### src/design/usb_endpoint_mode_map.vh
`ifndef USB_ENDPOINT_MODE_MAP_VH
`define USB_ENDPOINT_MODE_MAP_VH

// ----------------------------------------
// Endpoint mode encodings
// ----------------------------------------
`define MODE_DISABLE 4'h0
`define MODE_NAK_IN_OUT 4'h1
`define MODE_STATUS_OUT 4'h2
`define MODE_STALL_IN_OUT 4'h3
`define MODE_STATUS_IN 4'h6
`define MODE_ACK_OUT_STATUS_IN 4'hB
`define MODE_ACK_IN_STATUS_OUT 4'hF
`define MODE_NAK_OUT 4'h8
`define MODE_ACK_OUT 4'h9
`define MODE_NAK_IN 4'hC
`define MODE_ACK_IN 4'hD

// ----------------------------------------
// Token and response codes
// ----------------------------------------
`define PID_SETUP 2'h0
`define PID_IN 2'h1
`define PID_OUT 2'h2
`define RESP_ACK 3'h1
`define RESP_NAK 3'h2
`define RESP_STALL 3'h3
`define RESP_DATA 3'h4

// ----------------------------------------
// Packet limits and sizes
// ----------------------------------------
`define PKT_MAX_LEN 5'hA
`define PKT_STATUS_LEN 5'h2
`define NUM_EP 3
`define FIFO_WIDTH 8
`define FIFO_DEPTH 32
`define FIFO_AW 5

`endif

### src/design/byte_fifo.v
`timescale 1ns/100ps
`include "usb_endpoint_mode_map.vh"

module byte_fifo #(
  parameter WIDTH = `FIFO_WIDTH,
  parameter DEPTH = `FIFO_DEPTH,
  parameter AW = `FIFO_AW
) (
  input wire clk, // System clock
  input wire sys_rst, // Async reset, active high
  input wire [WIDTH-1:0] in_data, // Write data
  input wire in_valid, // Write request
  output reg in_ready_r, // Room for a word
  output reg [WIDTH-1:0] out_data_r, // Read data
  output reg out_valid_r, // Read data present
  input wire out_ready // Reader takes word
);

  reg [WIDTH-1:0] mem [0:DEPTH-1];
  reg [AW-1:0] wr_ptr_r;
  reg [AW-1:0] rd_ptr_r;
  reg [AW:0] count_r;
  reg [AW:0] count_nxt;
  wire push;
  wire pop;

  assign push = in_valid && in_ready_r;
  // Refill the output stage when empty or being taken
  assign pop = (count_r != {(AW+1){1'b0}}) && (!out_valid_r || out_ready);

  always @* begin
    count_nxt = count_r;
    if (push && !pop) begin
      count_nxt = count_r + 1'b1;
    end else if (pop && !push) begin
      count_nxt = count_r - 1'b1;
    end
  end

  always @(posedge clk) begin
    if (push) begin
      mem[wr_ptr_r] <= in_data;
    end
  end

  always @(posedge clk or posedge sys_rst) begin
    if (sys_rst) begin
      wr_ptr_r <= {AW{1'b0}};
      rd_ptr_r <= {AW{1'b0}};
      count_r <= {(AW+1){1'b0}};
      in_ready_r <= 1'b0;
      out_data_r <= {WIDTH{1'b0}};
      out_valid_r <= 1'b0;
    end else begin
      count_r <= count_nxt;
      // Output stage holds a word too, so the store keeps one back
      in_ready_r <= (count_nxt < DEPTH - 1);
      if (push) begin
        wr_ptr_r <= wr_ptr_r + 1'b1;
      end
      if (pop) begin
        rd_ptr_r <= rd_ptr_r + 1'b1;
        out_data_r <= mem[rd_ptr_r];
        out_valid_r <= 1'b1;
      end else if (out_ready) begin
        out_valid_r <= 1'b0;
      end
    end
  end

endmodule

### src/design/usb_endpoint_mode_responder.v
// Operation
// - Mode 0000: no answer at all to SETUP, IN or OUT.
// - Control 0001: accept SETUP, NAK every IN and every good OUT.
// - Control 0010: accept SETUP, STALL IN, status check on OUT.
// - Control 0011: accept SETUP, STALL every IN and every good OUT.
// - Control 0110: accept SETUP, zero-byte data on IN, STALL OUT.
// - Control 1011: accept SETUP, ACK OUT, zero-byte data on IN.
// - Control 1111: accept SETUP, counted data on IN, status check OUT.
// - Data 1000: ignore SETUP and IN, NAK OUT.
// - Data 1001 unstalled: ACK OUT, then engine sets mode 1000.
// - Data 1001 stalled: STALL OUT, ignore SETUP and IN.
// - Data 1100: ignore SETUP and OUT, NAK IN.
// - Data 1101 unstalled: send counted IN data, host ACK sets 1100.
// - Data 1101 stalled: STALL IN, ignore SETUP and OUT.
// - Reserved encodings ignore all tokens; firmware must avoid them.
// - Status check ACKs only zero data bytes with toggle 1.
// - Counted IN sends exactly the endpoint's four-bit byte count.
// - Four-bit mode field per endpoint selects its behaviour.
// - Valid SETUP: ACK, mode 0001, store, toggle, count, valid, interrupt.
// - Engine mode write beats a same-cycle firmware mode write.
`timescale 1ns/100ps
`include "usb_endpoint_mode_map.vh"

module usb_endpoint_mode_responder (
  input wire clk, // System clock
  input wire sys_rst, // Async reset, active high
  input wire tok_valid, // Token with its data phase done
  input wire [1:0] tok_pid, // SETUP, IN or OUT
  input wire [1:0] tok_ep, // Addressed endpoint
  input wire [4:0] pkt_len, // Data packet bytes incl CRC
  input wire pkt_ok, // Data packet passed checks
  input wire pkt_tog, // Data packet toggle
  input wire host_ack, // Host ACKed our IN data
  input wire host_noack, // Host gave no ACK to IN data
  input wire fw_we, // Firmware mode write
  input wire [1:0] fw_ep, // Endpoint of firmware write
  input wire [3:0] fw_mode, // Mode value written
  input wire [2:0] fw_stall, // Stall bit per endpoint
  input wire [11:0] fw_count, // Byte count per endpoint
  input wire [7:0] rx_data, // Received packet byte
  input wire rx_valid, // Received byte present
  output wire rx_ready, // Room for received byte
  output wire [7:0] buf_data, // Byte toward endpoint buffer
  output wire buf_valid, // Buffer byte present
  input wire buf_ready, // Buffer takes byte
  output reg resp_valid_r, // Response strobe
  output reg [2:0] resp_code_r, // ACK, NAK, STALL or DATA
  output reg [1:0] resp_ep_r, // Endpoint answered
  output reg [3:0] resp_len_r, // Data bytes to send
  output reg resp_tog_r, // Toggle of data sent
  output wire [11:0] ep_mode, // Mode field per endpoint
  output wire [2:0] ep_dtog, // Received toggle per endpoint
  output wire [2:0] ep_dval, // Data valid per endpoint
  output wire [14:0] ep_rxcnt, // Received count per endpoint
  output wire [2:0] ep_int // Endpoint interrupt pulses
);

  // ----------------------------------------
  // Handshake state
  // ----------------------------------------
  localparam ST_IDLE = 2'b01;
  localparam ST_WAIT = 2'b10;

  reg [1:0] state_r;
  reg [1:0] state_nxt;
  reg [1:0] wait_ep_r;
  reg [3:0] wait_tgt_r;

  // ----------------------------------------
  // Token decode
  // ----------------------------------------
  wire [3:0] cur_mode;
  wire cur_stall;
  wire is_ctrl;
  wire ep_ok;
  wire pkt_good;
  wire status_ok;
  wire [3:0] cur_count;
  wire tok_take;

  reg [2:0] r_code;
  reg [3:0] r_len;
  reg e_we;
  reg [3:0] e_mode;
  reg e_int;
  reg d_upd;
  reg go_wait;
  reg [3:0] go_tgt;

  reg [1:0] eng_ep;
  reg eng_we;
  reg [3:0] eng_mode;
  reg eng_int;

  assign ep_ok = (tok_ep < 2'd3);
  assign is_ctrl = (tok_ep == 2'd0);
  assign cur_mode = ep_mode[{tok_ep, 2'b00} +: 4];
  assign cur_stall = fw_stall[tok_ep];
  assign cur_count = fw_count[{tok_ep, 2'b00} +: 4];
  assign pkt_good = pkt_ok && (pkt_len <= `PKT_MAX_LEN);
  assign status_ok = pkt_good && (pkt_len == `PKT_STATUS_LEN) && pkt_tog;
  // A host handshake outranks a token in the same cycle
  assign tok_take = tok_valid && ep_ok && !host_ack;

  always @* begin
    r_code = 3'h0;
    r_len = 4'h0;
    e_we = 1'b0;
    e_mode = cur_mode;
    e_int = 1'b0;
    d_upd = 1'b0;
    go_wait = 1'b0;
    go_tgt = cur_mode;
    if (is_ctrl) begin
      case (cur_mode)
        `MODE_NAK_IN_OUT, `MODE_STATUS_OUT, `MODE_STALL_IN_OUT,
        `MODE_STATUS_IN, `MODE_ACK_OUT_STATUS_IN,
        `MODE_ACK_IN_STATUS_OUT: begin
          if (tok_pid == `PID_SETUP) begin
            if (pkt_good) begin
              r_code = `RESP_ACK;
              e_we = 1'b1;
              e_mode = `MODE_NAK_IN_OUT;
              e_int = 1'b1;
              d_upd = 1'b1;
            end
          end else if (tok_pid == `PID_IN) begin
            case (cur_mode)
              `MODE_NAK_IN_OUT: begin
                r_code = `RESP_NAK;
              end
              `MODE_STATUS_OUT: begin
                r_code = `RESP_STALL;
                e_we = 1'b1;
                e_mode = `MODE_STALL_IN_OUT;
                e_int = 1'b1;
              end
              `MODE_STALL_IN_OUT: begin
                r_code = `RESP_STALL;
              end
              `MODE_STATUS_IN, `MODE_ACK_OUT_STATUS_IN: begin
                r_code = `RESP_DATA;
                go_wait = 1'b1;
                go_tgt = `MODE_STALL_IN_OUT;
              end
              default: begin
                r_code = `RESP_DATA;
                r_len = cur_count;
                go_wait = 1'b1;
                go_tgt = `MODE_NAK_IN_OUT;
              end
            endcase
          end else if (tok_pid == `PID_OUT && pkt_good) begin
            case (cur_mode)
              `MODE_NAK_IN_OUT: begin
                r_code = `RESP_NAK;
              end
              `MODE_STALL_IN_OUT: begin
                r_code = `RESP_STALL;
              end
              `MODE_STATUS_IN: begin
                r_code = `RESP_STALL;
                e_we = 1'b1;
                e_mode = `MODE_STALL_IN_OUT;
                e_int = 1'b1;
              end
              `MODE_ACK_OUT_STATUS_IN: begin
                r_code = `RESP_ACK;
                e_we = 1'b1;
                e_mode = `MODE_NAK_IN_OUT;
                e_int = 1'b1;
                d_upd = 1'b1;
              end
              default: begin
                e_int = 1'b1;
                if (status_ok) begin
                  r_code = `RESP_ACK;
                  d_upd = 1'b1;
                  e_we = (cur_mode == `MODE_ACK_IN_STATUS_OUT);
                  e_mode = `MODE_STATUS_OUT;
                end else begin
                  r_code = `RESP_STALL;
                  e_we = 1'b1;
                  e_mode = `MODE_STALL_IN_OUT;
                end
              end
            endcase
          end
        end
        // Disabled and reserved modes stay silent
        default: begin
          r_code = 3'h0;
        end
      endcase
    end else begin
      case (cur_mode)
        `MODE_NAK_OUT: begin
          if (tok_pid == `PID_OUT && pkt_good) begin
            r_code = `RESP_NAK;
          end
        end
        `MODE_ACK_OUT: begin
          if (tok_pid == `PID_OUT && pkt_good) begin
            if (cur_stall) begin
              r_code = `RESP_STALL;
            end else begin
              r_code = `RESP_ACK;
              e_we = 1'b1;
              e_mode = `MODE_NAK_OUT;
              e_int = 1'b1;
              d_upd = 1'b1;
            end
          end
        end
        `MODE_NAK_IN: begin
          if (tok_pid == `PID_IN) begin
            r_code = `RESP_NAK;
          end
        end
        `MODE_ACK_IN: begin
          if (tok_pid == `PID_IN) begin
            if (cur_stall) begin
              r_code = `RESP_STALL;
            end else begin
              r_code = `RESP_DATA;
              r_len = cur_count;
              go_wait = 1'b1;
              go_tgt = `MODE_NAK_IN;
            end
          end
        end
        // Disabled and reserved modes stay silent
        default: begin
          r_code = 3'h0;
        end
      endcase
    end
  end

  // ----------------------------------------
  // Engine mode write selection
  // ----------------------------------------
  always @* begin
    state_nxt = state_r;
    eng_ep = tok_ep;
    eng_we = 1'b0;
    eng_mode = e_mode;
    eng_int = 1'b0;
    case (state_r)
      ST_IDLE: begin
        if (tok_take) begin
          eng_we = e_we;
          eng_int = e_int;
          if (go_wait) begin
            state_nxt = ST_WAIT;
          end
        end
      end
      ST_WAIT: begin
        if (host_ack) begin
          // Host ACK of IN data rewrites the mode
          eng_ep = wait_ep_r;
          eng_we = 1'b1;
          eng_mode = wait_tgt_r;
          eng_int = 1'b1;
          state_nxt = ST_IDLE;
        end else if (tok_take) begin
          // New token abandons the unanswered IN
          eng_we = e_we;
          eng_int = e_int;
          state_nxt = go_wait ? ST_WAIT : ST_IDLE;
        end else if (host_noack) begin
          state_nxt = ST_IDLE;
        end
      end
      default: begin
        state_nxt = ST_IDLE;
      end
    endcase
  end

  always @(posedge clk or posedge sys_rst) begin
    if (sys_rst) begin
      state_r <= ST_IDLE;
      wait_ep_r <= 2'h0;
      wait_tgt_r <= 4'h0;
      resp_valid_r <= 1'b0;
      resp_code_r <= 3'h0;
      resp_ep_r <= 2'h0;
      resp_len_r <= 4'h0;
      resp_tog_r <= 1'b0;
    end else begin
      state_r <= state_nxt;
      resp_valid_r <= tok_take && (r_code != 3'h0);
      if (tok_take) begin
        resp_code_r <= r_code;
        resp_ep_r <= tok_ep;
        resp_len_r <= r_len;
        resp_tog_r <= fw_count[{tok_ep, 2'b00} + 2'd3] ^ 1'b0;
        if (go_wait) begin
          wait_ep_r <= tok_ep;
          wait_tgt_r <= go_tgt;
        end
      end
    end
  end

  // ----------------------------------------
  // Per-endpoint mode and count state
  // ----------------------------------------
  genvar gi;
  generate
    for (gi = 0; gi < `NUM_EP; gi = gi + 1) begin : g_ep
      reg [3:0] mode_r;
      reg dtog_r;
      reg dval_r;
      reg [4:0] cnt_r;
      reg int_r;
      wire eng_hit;
      wire fw_hit;
      wire upd_hit;

      assign eng_hit = eng_we && (eng_ep == gi);
      // Any engine write blocks the firmware write
      assign fw_hit = fw_we && !eng_we && (fw_ep == gi);
      assign upd_hit = tok_take && d_upd && (tok_ep == gi);

      always @(posedge clk or posedge sys_rst) begin
        if (sys_rst) begin
          mode_r <= `MODE_DISABLE;
          dtog_r <= 1'b0;
          dval_r <= 1'b0;
          cnt_r <= 5'h0;
          int_r <= 1'b0;
        end else begin
          if (eng_hit) begin
            mode_r <= eng_mode;
          end else if (fw_hit) begin
            mode_r <= fw_mode;
          end
          if (upd_hit) begin
            dtog_r <= pkt_tog;
            dval_r <= 1'b1;
            cnt_r <= pkt_len;
          end
          int_r <= eng_int && (eng_ep == gi);
        end
      end

      assign ep_mode[4*gi +: 4] = mode_r;
      assign ep_dtog[gi] = dtog_r;
      assign ep_dval[gi] = dval_r;
      assign ep_rxcnt[5*gi +: 5] = cnt_r;
      assign ep_int[gi] = int_r;
    end
  endgenerate

  // ----------------------------------------
  // Received bytes toward endpoint buffers
  // ----------------------------------------
  // Bytes of rejected packets pass too; the buffer may hold junk
  byte_fifo #(
    .WIDTH(`FIFO_WIDTH),
    .DEPTH(`FIFO_DEPTH),
    .AW(`FIFO_AW)
  ) u_rx_fifo (
    .clk(clk),
    .sys_rst(sys_rst),
    .in_data(rx_data),
    .in_valid(rx_valid),
    .in_ready_r(rx_ready),
    .out_data_r(buf_data),
    .out_valid_r(buf_valid),
    .out_ready(buf_ready)
  );

endmodule

### config.mk
export PLATFORM = sky130hd
export DESIGN_NAME = usb_endpoint_mode_responder
export DESIGN_NICKNAME = d
export VERILOG_FILES = /design/src/design/byte_fifo.v /design/src/design/usb_endpoint_mode_responder.v
export VERILOG_INCLUDE_DIRS = /design/src /design/src/design
export SDC_FILE = /design/constraint.sdc
export NUM_CORES = 1
export LEC_CHECK = 0
export BUFFER_PORTS_ARGS = -buffer_cell sky130_fd_sc_hd__buf_2
export CORE_ASPECT_RATIO = 2
export CORE_MARGIN = 3
export CORE_UTILIZATION = 60
export DETAILED_ROUTE_END_ITERATION = 10
export PLACE_DENSITY = 0.8
export SETUP_SLACK_MARGIN = 0.5
export SYNTH_ARGS = -nofsm -noshare
export SYNTH_HDL_FRONTEND = slang
export SYNTH_SLANG_ARGS = --single-unit
### constraint.sdc
create_clock -name clk -period 2.95 [get_ports clk]
set_clock_uncertainty 0.05 [all_clocks]
set_input_delay 0.59 -clock clk [delete_from_list [all_inputs] [get_ports clk]]
set_output_delay 0.59 -clock clk [all_outputs]
set_load 0.02 [all_outputs]
==> results.yml, run 1 <==
run_status:
  status: "finished clean"
die:
  pin_count: 105
  rows: 79
  die-height_microns: 223
  dieArea_sq_um: 25600
  start_util_pct: 61.1
  core_sq_um: 23200
  floorplan.die.width_microns: 115
job:
  maxCapViolations: 0
drt:
  firstDrtPassIters: 6
  dr_wl_met2_microns: 19700
  vias_per_cell: 6.25
  drtIter0Drc: 645
  drc_errors: 0
  vias: 8563
  top_layer: "met4"
  routedWlPerCell_microns: 25.8
  met3_length_microns: 1660
  routed_wirelength_microns: 35400
  met1Wirelength_microns: 11400
  ant_nets: 0
global_route:
  grt_max_degree: 68
  grt_usage_pct: 28.1
  grt_pass1_wl_microns: 53100
  overflow: 0
  grt_pass1_vias: 8954
  antenna_found_initial: 0
worst_setup_path:
  worstReg2RegStart: "g_ep[1].mode_r[3]"
  startpoint: "g_ep[1].mode_r[3]"
  arrival_ns: 2.89
  cp_data_required_time_ns: 3.33
  worstReg2RegEnd: "g_ep[2].mode_r[3]"
  path_max_fanout: 8
  critical_path_class: "reg2reg"
  cp-end-kind: "flop"
  crit_path_start_kind: "flop"
  reg2reg_slack_ns: 0.44
  crit_path_end: "g_ep[2].mode_r[3]"
  r2r_cells: 9
sta:
  period_needed_ns: 2.51
  max_freq_mhz: 399
  slew_headroom_pct: 36.6
  setup_viol: 0
  drv_slew: 0
  timing.final.ws_setup_ns: 0.444
  period_share_pct: 85.0
  setup-tns-final_ns: 0
  hold_viol_final: 0
  tightestPinTransition_ns: 0.951
  grt_setup_unrepaired: "true"
place:
  io_buffers: 104
  post-dp-hpwl_microns: 24700
  postPlaceCellArea_sq_um: 15900
  routabilityCongestion: 1.03
  place_ws_ns: -0.156
logic_synthesis:
  avgSynthCellArea_sq_um: 16.8
  synth.cell_area_sq_um: 14200
  synth_edf_count: 256
  netlist_instances: 846
  synth_nets: 903
  ys_warn_count: 0
  ys_ff_latch: 337
  synthArstFlopShare_pct: 24.0
  ys.flop_type: "edfxtp_1"
  synth_cell_types: 69
  yosysSeqAreaShare_pct: 68.5
clock_network:
  clock_sinks: 337
  path_clk_slew_ns: 0.07
  numCtsBuffers: 28
  clock_path_buffers: 3
  clock-root-buffer: "clkbuf_16"
  htree_levels: 1
  cts_tree: "built"
  clock_latency_ns: 0.56
power_and_ir_drop:
  power.density_nw_per_um2: 832
  peakVddDrop_mv: 0.808
  p_leak_nw: 6.53
finish:
  final_layout_size_suffix_gt1_share_pct: 41.9
  fin_nets: 1123
  antennaDiodeCount: 0
  stdcell_area_sq_um: 17300
  area.growth.synth_to_final_pct: 22.1
min_path:
  hp-class: "in2async"
-- where the power goes --
group | internal (mW) | total [mW] | switching (mW)
logic | 2.16 | 4.43 | 2.27
registers | 5.55 | 5.99 | 0.436
clock network | 2.32 | 3.99 | 1.67
total | 10.0 | 14.4 | 4.38
-- kinds of logic (layout without fill, tap and decap cells) --
family | Yosys count | in the layout | share of synthesized area, %
AND/OR/NAND/NOR | 195 | 195 | 6.57
flip-flops | 337 | 337 | 68.5
buffers and inverters | 60 | 302 | 1.92
adder cells (fa/ha/maj) | 9 | 9 | 0.794
XOR/XNOR | 14 | 14 | 0.864
multiplexers | 125 | 125 | 16.1
AO/OA/AOI/OAI | 106 | 106 | 5.28
-- layout make-up --
cell class                 count  area [sq um]
clock buffer                  33           771
clock inverter                19           240
fill                        1390          5900
inverter                       9          37.5
multi-input combinational    449          4520
sequential                   337          9720
tap                          283           354
timing repair buffer         241          1680
-- metal layers --
metal | vias up | global-route usage (%)
met5 | - | 0
met2 | 347 | 52.0
met4 | 0 | 17.4
met3 | 122 | 3.12
met1 | 4340 | 29.5
li1 | 3754 | -
-- synth_stat cells (all sizes together) (10+ instances only) --
| cell | n | share of area (%) |
|---|---|---|
| nor2 | 64 | 1.7 |
| nand2 | 56 | 1.5 |
| xnor2 | 10 | 0.62 |
| o21ai | 20 | 0.78 |
| a21oi | 30 | 1.1 |
| mux2i | 20 | 1.4 |
| nor3 | 11 | 0.39 |
| dfrtp | 80 | 14 |
| edfxtp | 256 | 54 |
| clkbuf | 25 | 0.66 |
| buf | 26 | 1.0 |
| mux4 | 80 | 13 |
| mux2 | 25 | 2.0 |
-- registers in the layout, summed over array words and instances (netlist names) --
name	flops
g_ep.cnt_r	15
g_ep.dtog_r	3
g_ep.dval_r	3
g_ep.int_r	3
g_ep.mode_r	12
resp_code_r	3
resp_ep_r	2
resp_len_r	4
resp_tog_r	1
resp_valid_r	1
state_r	2
u_rx_fifo.count_r	6
u_rx_fifo.in_ready_r	1
u_rx_fifo.mem	256
u_rx_fifo.out_data_r	8
u_rx_fifo.out_valid_r	1
u_rx_fifo.rd_ptr_r	5
u_rx_fifo.wr_ptr_r	5
wait_ep_r	2
wait_tgt_r	4
-- worst min path at each step --
stage,to,from,cells after the start,slack (ns)
2_1_floorplan,g_ep[0].dval_r,g_ep[0].dval_r,1,0.39
3_3_place_gp,g_ep[0].dval_r,g_ep[0].dval_r,1,0.40
3_5_place_dp,g_ep[0].dval_r,g_ep[0].dval_r,1,0.40
4_1_cts,resp_code_r[2],sys_rst,3,0.13
5_1_grt,resp_code_r[2],sys_rst,3,0.17
6_report,resp_code_r[2],sys_rst,3,0.12
-- repair_timing --
item	CTS	global route
gates cloned	0	0
hold buffers	0	0
setup endpoints to repair	28	19
setup buffers	12	10
pin swaps	11	19
resized for setup	25	36
-- worst max-delay path, stage by stage (launching register included) --
cell       delay [ns]
dfrtp_2          0.45
mux2i_4          0.21
o2bb2ai_4        0.17
nor3_4           0.28
buf_4            0.16
a21o_1           0.12
a21oi_1          0.07
a221o_1          0.33
mux2_4           0.28
mux2_4           0.27
-- per-stage QoR --
| stage | utilization (%) | hold WS (ns) | cells | total power, mW |
|---|---|---|---|---|
| 2_1_floorplan | - | 0.386 | 846 | 8.71 |
| 3_3_place_gp | 68.2 | 0.396 | 1297 | 10.1 |
| 3_5_place_dp | 68.2 | 0.397 | 1297 | 10.2 |
| 4_1_cts | 73.6 | 0.126 | 1361 | 14.4 |
| 5_1_grt | 74.6 | 0.174 | 1371 | 14.9 |
| 6_report | 74.6 | 0.118 | 1371 | 14.4 |
-- placed cells by master (no fill, tap or decap), types with 4 or more instances in the layout --
cell / n
nand2b_1: 6
a21oi_1: 25
nand3_1: 8
clkinv_2: 5
xnor2_1: 9
buf_2: 103
mux2_2: 18
mux4_2: 80
ha_1: 8
a31oi_1: 5
buf_12: 7
o31ai_1: 5
dfrtp_2: 4
xor2_1: 4
mux2_4: 7
and2_1: 9
edfxtp_1: 256
bufinv_16: 5
inv_1: 7
nand2_1: 53
buf_6: 9
clkinvlp_4: 4
dfrtp_1: 75
nor2_1: 61
o21ai_0: 15
a21o_1: 4
nor3_1: 7
buf_4: 121
a21oi_4: 4
mux2i_1: 16
nand3b_1: 5
nand4_1: 6
clkbuf_16: 29
No activity file was read; power rests on OpenSTA's default activity.
==> run 2: changes to the inputs <==
- clock period: 2.95 -> 2.4 ns (I/O delays scaled with it)
==> run 2 against run 1 <==
Against the previous run: the flow now finishes with violations (negative setup slack); register-to-register slack worse by 0.64 ns; highest routed layer unchanged; worst setup slack worse by 0.64 ns; sequential power is 23% higher; power is 27% higher; maximum frequency is 3.4% lower; design area is 5.7% higher; critical path depth is 1 higher; count of clock-buffer cells in the layout is 4 higher; clock power is 12% higher; non-clock buffer count is 61 higher; routed wire length is 9.5% higher; cell count is 4.4% higher.
==> results.yml, run 2 (same netlist as run 1, synthesis figures left out) <==
sta:
  drv_slew: 0
  setup-tns-final_ns: -2.89
  hold_viol_final: 0
  setup_viol: 33
  grt_setup_unrepaired: "true"
  timing.final.ws_setup_ns: -0.194
  max_freq_mhz: 385
  tightestPinTransition_ns: 0.694
  holdWs_ns: 0.146
  period_needed_ns: 2.59
  period_share_pct: 108
  slew_headroom_pct: 53.7
run_status:
  failed_checks: "negative setup slack"
  status: "finished with violations"
clock_network:
  cts_tree: "built"
  clock_path_buffers: 3
  htree_levels: 1
  numCtsBuffers: 28
  clock_latency_ns: 0.55
  clock-root-buffer: "clkbuf_16"
  clock_sinks: 337
  path_clk_slew_ns: 0.07
global_route:
  grt_max_degree: 33
  grt_usage_pct: 30.4
  grt_pass1_vias: 9713
  grt_pass1_wl_microns: 57500
  antenna_found_initial: 0
  overflow: 0
power_and_ir_drop:
  power.density_nw_per_um2: 1000
  p_leak_nw: 6.92
  peakVddDrop_mv: 0.847
  fin_total_pwr_mw: 18.3
place:
  routabilityCongestion: 0.952
  io_buffers: 104
  post-dp-hpwl_microns: 25000
  postPlaceCellArea_sq_um: 16100
die:
  die-height_microns: 223
  start_util_pct: 61.1
  core_sq_um: 23200
  pin_count: 105
  rows: 79
  floorplan.die.width_microns: 115
  dieArea_sq_um: 25600
worst_setup_path:
  cp_data_required_time_ns: 2.79
  crit_path_start_kind: "flop"
  cp-end-kind: "flop"
  path_max_fanout: 3
  arrival_ns: 2.99
  critical_path_class: "reg2reg"
finish:
  final_layout_size_suffix_gt1_share_pct: 49.8
  layout_common_cells: "edfxtp_1, buf_4, buf_2, mux4_2, dfrtp_1"
  final_util_pct: 78.8
  top_register: "u_rx_fifo.mem"
  top_regs: "u_rx_fifo.mem: 256 flops, g_ep.cnt_r: 15 flops, g_ep.mode_r: 12 flops"
  fin_nets: 1184
  stdcell_area_sq_um: 18300
  antennaDiodeCount: 0
  largest_reg_flops: 256
  final_common_cell: "edfxtp_1"
  area.growth.synth_to_final_pct: 29.1
drt:
  vias_per_cell: 6.34
  ant_nets: 0
  vias: 9075
  drtIter0Drc: 902
  firstDrtPassIters: 5
  routed_wirelength_microns: 38700
  drc_errors: 0
  routedWlPerCell_microns: 27.0
job:
  maxCapViolations: 0
min_path:
  hp-class: "in2reg"
[run 2: layout make-up]
type | count | area (sq um)
Timing Repair Buffer | 302 | 2380
Inverter | 9 | 37.5
Clock inverter | 15 | 123
Tap cell | 283 | 354
Fill cell | 1157 | 4910
Clock buffer | 37 | 776
Multi-Input combinational cell | 449 | 4910
Sequential cell | 337 | 9730
[run 2: final timing paths]
| kind | start | to | slack (ns) | cells past startpoint |
|---|---|---|---|---|
| setup / recovery | g_ep[0].mode_r[0] | g_ep[0].mode_r[2] | -0.19 | 10 |
| min in group asynchronous | sys_rst | u_rx_fifo.wr_ptr_r[1] | 0.43 | 3 |
| setup reg to reg | g_ep[0].mode_r[0] | g_ep[0].mode_r[2] | -0.19 | 10 |
| hold reg to reg | resp_ep_r[1] | resp_ep_r[1] | 0.42 | 2 |
| max in group asynchronous | sys_rst | resp_len_r[1] | 1.27 | 4 |
| hold / removal | fw_mode[1] | g_ep[0].mode_r[1] | 0.15 | 3 |
[run 2: power by group]
group          total (mW)  switching, mW  internal [mW]  leakage, nW
clock network        4.46           2.06           2.40        0.429
logic                6.49           3.29           3.20         3.18
registers            7.36          0.516           6.84         3.31
[run 2: metrics by stage]
stage | setup slack, ns | std cells
after floorplan | -0.264 | 846
after global placement | -0.624 | 1316
after detailed placement | -0.604 | 1316
after CTS | -0.130 | 1409
after global routing | -0.237 | 1432
final | -0.194 | 1432
[run 2: what timing repair did]
| action | in CTS | in global routing |
|---|---|---|
| cloned | 3 | 0 |
| hold buffers | 1 | 0 |
| pin swaps | 40 | 27 |
| gates resized for setup | 131 | 61 |
| setup buffers | 37 | 23 |
| endpoints found under the hold margin | 15 | 0 |
| setup endpoints to repair | 82 | 108 |
[run 2: metal layers]
metal	wire [microns]	track usage, %	part of all wire (%)
met1	12100	31.7	31
met2	21900	55.4	57
met3	1820	4.34	4.7
met4	2860	19.6	7.4
met5	0	0	0
[run 2: critical path, stage by stage, from the launching register on]
cell and delay, ns:
dfrtp_2 0.45, mux2i_4 0.23, buf_6 0.14, o21a_1 0.21, nor3_2 0.09, nor4_2 0.25, buf_4 0.20, o211ai_4 0.12
a21oi_4 0.19, mux2_4 0.31, mux2_4 0.25
